**src/core/ocp_defs.vh**
```
// Constants for the four-stage phase overcurrent block
`ifndef OCP_DEFS_VH
`define OCP_DEFS_VH

// ********************************************************
// Timing
// ********************************************************
`define OCP_CLK_PERIOD_PS 5000
`define OCP_BASE_MS       5
`define OCP_BASE_CYCLES   ((`OCP_BASE_MS * 1000000) / (`OCP_CLK_PERIOD_PS / 1000))
`define OCP_REL_MS        60
`define OCP_REL_TICKS     (`OCP_REL_MS / `OCP_BASE_MS)
`define OCP_RESET_PCT     23'h61
`define OCP_FULL_PCT      23'h64

// ********************************************************
// Register offsets (byte addresses)
// ********************************************************
`define OCP_STAGE_STRIDE  8'h20
`define OCP_OFS_CTRL      5'h00
`define OCP_OFS_ISET0     5'h04
`define OCP_OFS_ISET1     5'h08
`define OCP_OFS_OPTIME    5'h0C
`define OCP_OFS_RELTIME   5'h10
`define OCP_OFS_STATUS    5'h14
`define OCP_ADR_IRQ_STAT  8'h80
`define OCP_ADR_IRQ_CLR   8'h84
`define OCP_ADR_IRQ_EN    8'h88

// ********************************************************
// Control register fields
// ********************************************************
`define OCP_F_MODE        2:0
`define OCP_F_MAG         4:3
`define OCP_B_SIDE        5
`define OCP_B_COMM        6
`define OCP_F_FORCE       11:7
`define OCP_B_DLY_EN      12
`define OCP_B_RST_AFTER   13
`define OCP_B_CONTINUE    14
`define OCP_CTRL_W        15

// ********************************************************
// Reset values
// ********************************************************
`define OCP_CTRL_RST      15'h3000
`define OCP_ISET_RST      16'h0078
`define OCP_OPTIME_RST    16'h0028
`define OCP_RELTIME_RST   16'h000C

// ********************************************************
// Encodings
// ********************************************************
`define OCP_MODE_ON       3'h0
`define OCP_MODE_BLK      3'h1
`define OCP_MODE_TEST     3'h2
`define OCP_MODE_TBLK     3'h3
`define OCP_MODE_OFF      3'h4
`define OCP_MAG_RMS       2'h0
`define OCP_MAG_TRMS      2'h1
`define OCP_MAG_PP        2'h2

`endif

```
**src/core/ocp_stage.v**
```verilog
// Four-stage non-directional phase overcurrent block with APB registers
// Operation
// RULE1: Four independent stages, own settings, own state
// RULE2: Magnitude select RMS, TRMS or peak; RMS default
// RULE3: Three phase magnitudes taken every 5 ms
// RULE4: Each phase compared with threshold separately
// RULE5: Common threshold; any phase above picks up
// RULE6: Release only below 97 percent of threshold
// RULE7: Threshold in 0.01 nominal steps, default 1.20
// RULE8: Group select changes thresholds; general settings static
// RULE9: Measurement side 1 or 2, default 1
// RULE10: Comm threshold writes only when permitted
// RULE11: Mode on, blocked, test, test-blocked, off
// RULE12: Global forcing imposes chosen stage status
// RULE13: Real measurements still act while forcing
// RULE14: No delayed release: counter cleared at drop-off
// RULE15: Delayed release, options off: counter frozen
// RULE16: Default 60 ms release, counter held
// RULE17: Continuing counter never trips during release
// RULE18: Start held until release timer expires
// RULE19: Trip when counter reaches operating time
//
// The placing of the registers and the APB slave port are this design's own decisions.
`timescale 1ns/1ps
`default_nettype none
`include "ocp_defs.vh"

module ocp_stage #(
  parameter integer TICK_CYCLES = `OCP_BASE_CYCLES
) (
  // Clock and reset
  input  wire        mclk,
  input  wire        rst_n,
  // APB slave
  input  wire        psel,
  input  wire        penable,
  input  wire        pwrite,
  input  wire [7:0]  paddr,
  input  wire [31:0] pwdata,
  output reg  [31:0] prdata,
  output reg         pready,
  output reg         pslverr,
  // Side 1 phase magnitudes, {C,B,A}, 0.01 x In units
  input  wire [47:0] s1_rms,
  input  wire [47:0] s1_trms,
  input  wire [47:0] s1_pp,
  // Side 2 phase magnitudes
  input  wire [47:0] s2_rms,
  input  wire [47:0] s2_trms,
  input  wire [47:0] s2_pp,
  // Setting group and global test forcing
  input  wire        group_sel,
  input  wire        force_enable,
  // Per-stage blocking inputs
  input  wire [3:0]  block_in,
  // Communication-bus threshold write
  input  wire        comm_wr,
  input  wire [1:0]  comm_stage,
  input  wire [15:0] comm_iset,
  // Stage outputs
  output reg  [3:0]  start_o,
  output reg  [3:0]  trip_o,
  output reg  [3:0]  blocked_o,
  output reg  [11:0] phase_start_o,
  output reg  [11:0] phase_trip_o,
  output reg         irq
);

  // ********************************************************
  // Helper functions
  // ********************************************************
  // Magnitude above the pick-up threshold
  function above;
    input [15:0] m;
    input [15:0] th;
    begin
      above = (m > th);
    end
  endfunction

  // Magnitude below 97 percent of the threshold
  function below_reset;
    input [15:0] m;
    input [15:0] th;
    begin
      below_reset = ({7'h00, m} * `OCP_FULL_PCT) < ({7'h00, th} * `OCP_RESET_PCT); // RULE6
    end
  endfunction

  // Forced status {blocked, trip[2:0], start[2:0]}
  function [6:0] force_dec;
    input [4:0] c;
    begin
      case (c)
        5'h01:   force_dec = 7'h07;
        5'h02:   force_dec = 7'h3F;
        5'h03:   force_dec = 7'h40;
        5'h04:   force_dec = 7'h01;
        5'h05:   force_dec = 7'h02;
        5'h06:   force_dec = 7'h04;
        5'h07:   force_dec = 7'h09;
        5'h08:   force_dec = 7'h12;
        5'h09:   force_dec = 7'h24;
        5'h0A:   force_dec = 7'h03;
        5'h0B:   force_dec = 7'h06;
        5'h0C:   force_dec = 7'h05;
        5'h0D:   force_dec = 7'h07;
        5'h0E:   force_dec = 7'h1B;
        5'h0F:   force_dec = 7'h36;
        5'h10:   force_dec = 7'h2D;
        5'h11:   force_dec = 7'h3F;
        default: force_dec = 7'h00;
      endcase
    end
  endfunction

  // ********************************************************
  // State
  // ********************************************************
  reg [`OCP_CTRL_W-1:0] ctrl_r    [0:3];
  reg [15:0]            iset0_r   [0:3];
  reg [15:0]            iset1_r   [0:3];
  reg [15:0]            optime_r  [0:3];
  reg [15:0]            reltime_r [0:3];
  reg [15:0]            cnt_r     [0:3];
  reg [15:0]            rel_r     [0:3];
  reg [2:0]             pick_r    [0:3];
  reg [3:0]             start_r;
  reg [3:0]             trip_r;
  reg [3:0]             blk_r;
  reg [3:0]             rel_act_r;
  reg [7:0]             irq_stat_r;
  reg [7:0]             irq_en_r;
  reg [31:0]            tick_cnt_r;
  reg                   tick_r;
  reg [15:0]            mag_c     [0:11];
  reg [15:0]            iset_c    [0:3];
  reg [3:0]             f_start_c;
  reg [3:0]             f_trip_c;
  reg [3:0]             f_blk_c;
  reg [11:0]            f_pst_c;
  reg [11:0]            f_ptr_c;
  reg [6:0]             fd;
  reg [47:0]            src;
  reg [31:0]            rdata_c;
  reg                   rerr_c;
  wire                  wr_en;
  wire                  stage_hit;
  wire [1:0]            a_stage;
  wire [4:0]            a_ofs;
  integer               s;
  integer               p;
  integer               i, j, f, w;

  // Address split
  assign a_stage   = paddr[6:5];
  assign a_ofs     = paddr[4:0];
  assign stage_hit = ~paddr[7];
  assign wr_en     = psel & penable & pready & pwrite;

  // ********************************************************
  // 5 ms time base
  // ********************************************************
  // Divider giving one enable pulse per base period
  always @(posedge mclk) begin
    if (!rst_n) begin
      tick_cnt_r <= 32'h0000_0000;
      tick_r     <= 1'b0;
    end else if (tick_cnt_r == TICK_CYCLES - 1) begin
      tick_cnt_r <= 32'h0000_0000;
      tick_r     <= 1'b1; // RULE3
    end else begin
      tick_cnt_r <= tick_cnt_r + 32'h0000_0001;
      tick_r     <= 1'b0;
    end
  end

  // ********************************************************
  // Magnitude and threshold selection
  // ********************************************************
  // Per stage: side, magnitude kind, active setting group
  always @* begin
    src = 48'h0000_0000_0000;
    for (i = 0; i < 4; i = i + 1) begin
      case ({ctrl_r[i][`OCP_B_SIDE], ctrl_r[i][`OCP_F_MAG]}) // RULE2 RULE9
        3'h1:    src = s1_trms;
        3'h2:    src = s1_pp;
        3'h4:    src = s2_rms;
        3'h5:    src = s2_trms;
        3'h6:    src = s2_pp;
        default: src = s1_rms;
      endcase
      for (j = 0; j < 3; j = j + 1) begin
        mag_c[i*3+j] = src[j*16 +: 16];
      end
      iset_c[i] = group_sel ? iset1_r[i] : iset0_r[i]; // RULE8
    end
  end

  // ********************************************************
  // Stage protection logic
  // ********************************************************
  // Pick-up, release timer, operating counter, trip
  always @(posedge mclk) begin
    if (!rst_n) begin
      for (s = 0; s < 4; s = s + 1) begin
        cnt_r[s]  <= 16'h0000;
        rel_r[s]  <= 16'h0000;
        pick_r[s] <= 3'h0;
      end
      start_r   <= 4'h0;
      trip_r    <= 4'h0;
      blk_r     <= 4'h0;
      rel_act_r <= 4'h0;
    end else if (tick_r) begin
      for (s = 0; s < 4; s = s + 1) begin // RULE1
        if (ctrl_r[s][`OCP_F_MODE] == `OCP_MODE_OFF) begin // RULE11
          cnt_r[s]     <= 16'h0000;
          rel_r[s]     <= 16'h0000;
          pick_r[s]    <= 3'h0;
          start_r[s]   <= 1'b0;
          trip_r[s]    <= 1'b0;
          blk_r[s]     <= 1'b0;
          rel_act_r[s] <= 1'b0;
        end else begin
          for (p = 0; p < 3; p = p + 1) begin // RULE4
            if (above(mag_c[s*3+p], iset_c[s]))
              pick_r[s][p] <= 1'b1; // RULE5
            else if (below_reset(mag_c[s*3+p], iset_c[s]))
              pick_r[s][p] <= 1'b0; // RULE6
          end
          blk_r[s] <= (|pick_r[s]) & (block_in[s] | ctrl_r[s][`OCP_F_MODE] == `OCP_MODE_BLK |
                      ctrl_r[s][`OCP_F_MODE] == `OCP_MODE_TBLK); // RULE11
          if ((|pick_r[s]) & ~block_in[s] & ctrl_r[s][`OCP_F_MODE] != `OCP_MODE_BLK &
              ctrl_r[s][`OCP_F_MODE] != `OCP_MODE_TBLK) begin
            // Active pick-up: count toward operating time
            start_r[s]   <= 1'b1;
            rel_act_r[s] <= 1'b0;
            rel_r[s]     <= 16'h0000;
            if (cnt_r[s] != 16'hFFFF)
              cnt_r[s] <= cnt_r[s] + 16'h0001;
            if (cnt_r[s] + 16'h0001 >= optime_r[s])
              trip_r[s] <= 1'b1; // RULE19
          end else begin
            trip_r[s] <= 1'b0; // RULE17
            if (!ctrl_r[s][`OCP_B_DLY_EN]) begin
              cnt_r[s]     <= 16'h0000; // RULE14
              start_r[s]   <= 1'b0;
              rel_act_r[s] <= 1'b0;
            end else if (start_r[s] | rel_act_r[s]) begin
              rel_act_r[s] <= 1'b1;
              if (rel_r[s] + 16'h0001 >= reltime_r[s]) begin
                // Release time over: drop start, clear counter
                start_r[s]   <= 1'b0; // RULE18
                rel_act_r[s] <= 1'b0;
                rel_r[s]     <= 16'h0000;
                cnt_r[s]     <= 16'h0000;
              end else begin
                rel_r[s] <= rel_r[s] + 16'h0001; // RULE16
                if (ctrl_r[s][`OCP_B_CONTINUE] & cnt_r[s] != 16'hFFFF)
                  cnt_r[s] <= cnt_r[s] + 16'h0001; // RULE17
                else
                  cnt_r[s] <= cnt_r[s]; // RULE15
              end
            end
          end
        end
      end
    end
  end

  // ********************************************************
  // Forcing merge
  // ********************************************************
  // Forced status ORed with real status
  always @* begin
    f_start_c = 4'h0;
    f_trip_c  = 4'h0;
    f_blk_c   = 4'h0;
    f_pst_c   = 12'h000;
    f_ptr_c   = 12'h000;
    fd        = 7'h00;
    for (f = 0; f < 4; f = f + 1) begin
      fd = force_enable ? force_dec(ctrl_r[f][`OCP_F_FORCE]) : 7'h00; // RULE12
      f_pst_c[f*3 +: 3] = (start_r[f] ? pick_r[f] : 3'h0) | fd[2:0]; // RULE13
      f_ptr_c[f*3 +: 3] = (trip_r[f] ? pick_r[f] : 3'h0) | fd[5:3];
      f_start_c[f] = start_r[f] | (|fd[2:0]);
      f_trip_c[f]  = trip_r[f] | (|fd[5:3]);
      f_blk_c[f]   = blk_r[f] | fd[6];
    end
  end

  // Registered stage outputs and interrupt line
  always @(posedge mclk) begin
    if (!rst_n) begin
      start_o       <= 4'h0;
      trip_o        <= 4'h0;
      blocked_o     <= 4'h0;
      phase_start_o <= 12'h000;
      phase_trip_o  <= 12'h000;
      irq           <= 1'b0;
    end else begin
      start_o       <= f_start_c;
      trip_o        <= f_trip_c;
      blocked_o     <= f_blk_c;
      phase_start_o <= f_pst_c;
      phase_trip_o  <= f_ptr_c;
      irq           <= |(irq_stat_r & irq_en_r);
    end
  end

  // ********************************************************
  // Interrupt status
  // ********************************************************
  // Rising start/trip set sticky bits; set beats clear
  always @(posedge mclk) begin
    if (!rst_n) begin
      irq_stat_r <= 8'h00;
    end else begin
      irq_stat_r <= (irq_stat_r & ~((wr_en & paddr == `OCP_ADR_IRQ_CLR) ? pwdata[7:0] : 8'h00))
                    | {f_trip_c & ~trip_o, f_start_c & ~start_o};
    end
  end

  // ********************************************************
  // APB register file
  // ********************************************************
  // Read decode
  always @* begin
    rdata_c = 32'h0000_0000;
    rerr_c  = 1'b0;
    if (stage_hit) begin
      case (a_ofs)
        `OCP_OFS_CTRL:    rdata_c = {17'h0_0000, ctrl_r[a_stage]};
        `OCP_OFS_ISET0:   rdata_c = {16'h0000, iset0_r[a_stage]};
        `OCP_OFS_ISET1:   rdata_c = {16'h0000, iset1_r[a_stage]};
        `OCP_OFS_OPTIME:  rdata_c = {16'h0000, optime_r[a_stage]};
        `OCP_OFS_RELTIME: rdata_c = {16'h0000, reltime_r[a_stage]};
        `OCP_OFS_STATUS:  rdata_c = {cnt_r[a_stage], 7'h00, blocked_o[a_stage],
                                     phase_trip_o[a_stage*3 +: 3],
                                     phase_start_o[a_stage*3 +: 3],
                                     trip_o[a_stage], start_o[a_stage]};
        default:          rerr_c  = 1'b1;
      endcase
    end else begin
      case (paddr)
        `OCP_ADR_IRQ_STAT: rdata_c = {24'h00_0000, irq_stat_r};
        `OCP_ADR_IRQ_CLR:  rdata_c = 32'h0000_0000;
        `OCP_ADR_IRQ_EN:   rdata_c = {24'h00_0000, irq_en_r};
        default:           rerr_c  = 1'b1;
      endcase
    end
  end

  // Zero-wait-state answer, read data captured with pready
  always @(posedge mclk) begin
    if (!rst_n) begin
      pready  <= 1'b0;
      prdata  <= 32'h0000_0000;
      pslverr <= 1'b0;
    end else begin
      pready  <= psel & ~penable & ~pready;
      prdata  <= (psel & ~penable & ~pwrite) ? rdata_c : 32'h0000_0000;
      pslverr <= psel & ~penable & rerr_c;
    end
  end

  // Register writes; APB wins over comm-bus threshold write
  always @(posedge mclk) begin
    if (!rst_n) begin
      for (w = 0; w < 4; w = w + 1) begin
        ctrl_r[w]    <= `OCP_CTRL_RST;
        iset0_r[w]   <= `OCP_ISET_RST; // RULE7
        iset1_r[w]   <= `OCP_ISET_RST;
        optime_r[w]  <= `OCP_OPTIME_RST;
        reltime_r[w] <= `OCP_RELTIME_RST; // RULE16
      end
      irq_en_r <= 8'h00;
    end else if (wr_en) begin
      if (stage_hit) begin
        case (a_ofs)
          `OCP_OFS_CTRL:    ctrl_r[a_stage]    <= pwdata[`OCP_CTRL_W-1:0];
          `OCP_OFS_ISET0:   iset0_r[a_stage]   <= pwdata[15:0];
          `OCP_OFS_ISET1:   iset1_r[a_stage]   <= pwdata[15:0];
          `OCP_OFS_OPTIME:  optime_r[a_stage]  <= pwdata[15:0];
          `OCP_OFS_RELTIME: reltime_r[a_stage] <= pwdata[15:0];
          default:          ;
        endcase
      end else if (paddr == `OCP_ADR_IRQ_EN) begin
        irq_en_r <= pwdata[7:0];
      end
    end else if (comm_wr & ctrl_r[comm_stage][`OCP_B_COMM]) begin // RULE10
      if (group_sel)
        iset1_r[comm_stage] <= comm_iset;
      else
        iset0_r[comm_stage] <= comm_iset;
    end
  end

endmodule // ocp_stage
`default_nettype wire

```
**config.mk**
```make
export PLATFORM = sky130hd
export DESIGN_NAME = ocp_stage
export DESIGN_NICKNAME = d
export VERILOG_FILES = /design/src/core/ocp_stage.v
export VERILOG_INCLUDE_DIRS = /design/src /design/src/core
export SDC_FILE = /design/constraint.sdc
export NUM_CORES = 2
export LEC_CHECK = 0
export ABC_AREA = 1
export BUFFER_PORTS_ARGS = -buffer_cell sky130_fd_sc_hd__buf_2
export CAP_MARGIN = 40
export CORE_MARGIN = 5
export CORE_UTILIZATION = 55
export DETAILED_ROUTE_END_ITERATION = 6
export MAX_ROUTING_LAYER = met4
export PLACE_DENSITY = 0.72
export SLEW_MARGIN = 20
export SYNTH_ARGS = -nofsm -noshare
export SYNTH_HDL_FRONTEND = slang
export SYNTH_SLANG_ARGS = --single-unit
export TNS_END_PERCENT = 20
```
**constraint.sdc**
```tcl
create_clock -name mclk -period 7.9 [get_ports mclk]
set_input_delay 0.395 -clock mclk [delete_from_list [all_inputs] [get_ports mclk]]
set_output_delay 0.395 -clock mclk [all_outputs]
set_load 0.05 [all_outputs]
```
==> results by group <==
Timing
  – Final number of setup-violating endpoints: 0
  – Worst Skew: 0.0884 ns
  – Fin crit share: 90.6%
  – Setup_tns: 0 ns
  – Tmin final: 7.16 ns
  – Slew headroom: 32.9%
  – Max-slew violation count: 0
  – Fmax: 140 MHz
  – RSZ-0062 raised after global routing: false
  – Final hold violations: 0
  – Slew @ Worst Pin: 0.996 ns

Yosys
  – Post-Syn Area: 0.0747 sq mm
  – Post-Syn Area per Cell: 7.64 sq um
  – Yosys top cell by area: ha_1
  – Synth top area share: 25.3%
  – EDFF count, synth: 456
  – Synth area leaders: ha_1 25%, edfxtp_1 18%, nand2_1 7.9%
  – Top cells by count, synth: 1,576 x nand2_1, 1,509 x ha_1, 1,486 x inv_1
  – Sequential cell area fraction in the yosys report: 22.0%
  – Cells after synthesis: 9,778
  – Top_reg_cell synth: edfxtp_1
  – Async S/R FF share, synth: 0%
  – Post-synthesis net count: 11.8k
  – #FFs+latches synth: 592
  – Post-synth cell types: 63
  – Cell with the most instances after synthesis: nand2_1
  – Number of warnings issued by yosys: 0

Setup path
  – FF-to-FF setup slack: 0.74 ns
  – Slowest library cell on the worst path: nand3_1
  – CP top delay family: compound AO/OA/AOI/OAI gates
  – R2R cell count: 25
  – CP endpoint kind: flop
  – Most common cell on crit path: nand2_1
  – Data required time of the worst path: 8.34 ns
  – CP Class: reg2reg
  – Crit. path cell count: 25
  – Capturing point of the worst reg2reg path: pick_r[2][0]
  – Critical path launch point type: flop
  – Slowest stage delay, CP: 0.71 ns
  – Critical path arrival: 7.60 ns
  – CP bufs+invs: 3
  – Crit Path Max Fanout: 7
  – FF-to-FF Start: ctrl_r[2][4]

Placed design
  – Cells after DPL: 12.0k
  – Gp weighted congestion: 1.08
  – Dpl hpwl: 259,000 um
  – IO Port Bufs: 412

Clocking
  – Deepest clock path buffer count: 3
  – Clock Sink Count: 592
  – Clk pin slew, worst setup/hold paths: 0.08 ns
  – Post-CTS setup buffers: 0
  – Clk root buf: clkbuf_16
  – Post-CTS Resized: 0
  – Worst-Skew Late Latency: 0.71 ns
  – H-tree depth: 2
  – Hold-fix buffers, CTS: 0
  – CTS tree: built
  – CTS Buf Count: 61

Routing
  – Drt pass-1 iters: 7
  – Via count: 76.1k
  – Antenna Violating Nets Remaining: 0
  – DRT iter0 DRCs: 9,550
  – DRC viols: 1
  – Detailed Route WL: 318,000 um
  – Via/cell ratio: 6.24
  – Wire per inst: 26.1 um

Global route
  – Congestion Overflow GR: 0
  – Vias in the first global route: 72.7k
  – Largest net degree at the start of global routing: 82
  – Met3 GRT Util: 13.1%
  – Grt met2 use: 64.1%
  – GR Util met1: 54.5%
  – Top Usage Layer GRT: met2
  – Global-route wire length before repair: 459,000 um
  – Antenna violations before repair: 28
  – Global Route Usage Sum: 44.3%

Power and ir drop
  – P per Cell Area: 219 mW/mm^2
  – Pwr Total: 18,200 uW
  – Internal: 9510 uW
  – Max VDD drop: 236 uV
  – Clk pwr share: 17.7%
  – Pleak: 0.0415 uW
  – Combinational share of power: 62.9%
  – Net Sw Frac: 47.8%
  – Psw: 8700 uW
  – Sequential power share: 19.4%

Min path
  – Hold path depth: 3
  – HP Class: in2reg
  – Hold wc startpoint: pwdata[2]
  – Hold Path End: irq_en_r[2]

Floorplanning
  – Die Y: 379 um
  – Initial Util: 55.2%
  – # IOs: 429
  – Row Count: 135
  – DIE AREA: 0.143 sq mm
  – Die span in x: 379 um
  – Core Box Area: 0.135 sq mm

Status
  – Run status: finished with violations
  – Failing checks: DRC

Cells and area
  – Fin cells: 12.2k
  – Synthesis-to-finish area growth: 11.2%
  – Nets@finish: 12.4k
  – Layout cells sized above 1: 10.1%

Job
  – Max Cap Viol: 0
layout by cell type, fill, tap and decap left out, types with 164 or more instances in the layout:
cell      count
a21oi_1     737
buf_2       432
buf_4       271
edfxtp_1    456
fa_1        164
ha_1       1509
inv_1      1483
nand2_1    1572
nand3_1     318
nor2_1      898
nor3_1      202
o21ai_0     407
o22ai_1     433
xor2_1      236
tightest hold or removal path: stages:
cell,delay [ns]
buf_2,0.12
o21ai_0,0.09
a21oi_1,0.11
power by group through the flow:
stage | combinational, uW | sequential, uW | clock (uW)
6_report | 11400 | 3540 | 3230
5_1_grt | 12900 | 3540 | 3350
4_1_cts | 11200 | 3530 | 3210
3_5_place_dp | 11200 | 3600 | 0
3_3_place_gp | 10700 | 3590 | 0
2_1_floorplan | 7910 | 3590 | 0
cell families after synthesis:
group	after synthesis	share of synthesized area, %
xor+xnor	310	3.63
buf+inv	1801	9.28
fa+ha+maj	1673	29.7
compound gates	2158	17.1
flops	592	22.0
simple gates	3244	18.4
state kept, by name (all words and copies together), names as in the netlist, 8 cells and up:
register       cells
irq_en_r           8
phase_trip_o      12
optime_r          64
phase_start_o     12
iset1_r           64
reltime_r         64
irq_stat_r         8
tick_cnt_r        32
ctrl_r            60
cnt_r             64
pick_r            12
rel_r             64
prdata            32
iset0_r           64
how the worst max path moves through the flow:
| stage | start | slack [ns] | to |
|---|---|---|---|
| global route | ctrl_r[1][4] | 0.46 | pick_r[1][0] |
| global placement | ctrl_r[2][4] | 0.98 | pick_r[2][0] |
| CTS | ctrl_r[1][3] | 1.02 | pick_r[1][0] |
| floorplan | group_sel | 2.04 | pick_r[3][1] |
| finish | ctrl_r[2][4] | 0.74 | pick_r[2][0] |
| detailed placement | ctrl_r[2][4] | 0.98 | pick_r[2][0] |
layout make-up:
class                      instances  area, sq um
fill                           12200        52300
multi-input combinational       7385        51500
sequential                       592        16400
inverter                        1553         5830
timing repair buffer             744         4790
tap                             1781         2230
clock buffer                      71         1670
clock inverter                    45          557
antenna                           29         72.6
per-layer routing:
| layer | wire length, um | share of wire, % |
|---|---|---|
| met5 | 0 | 0 |
| met4 | 24100 | 7.6 |
| met2 | 131000 | 41 |
| met1 | 122000 | 38 |
| met3 | 41100 | 13 |
per-stage QoR:
step / cell area (sq um) / setup slack (ns) / hold WS (ns) / util, %
2_1_floorplan: 74700 / 2.04 / 0.427 / -
3_3_place_gp: 79800 / 0.977 / 0.424 / 59.0
3_5_place_dp: 80500 / 0.982 / 0.442 / 59.5
4_1_cts: 82700 / 1.02 / 0.0267 / 61.1
5_1_grt: 83000 / 0.463 / 0.0422 / 61.4
6_report: 83000 / 0.740 / 0.0431 / 61.4
(Power assumes the default switching activity.)
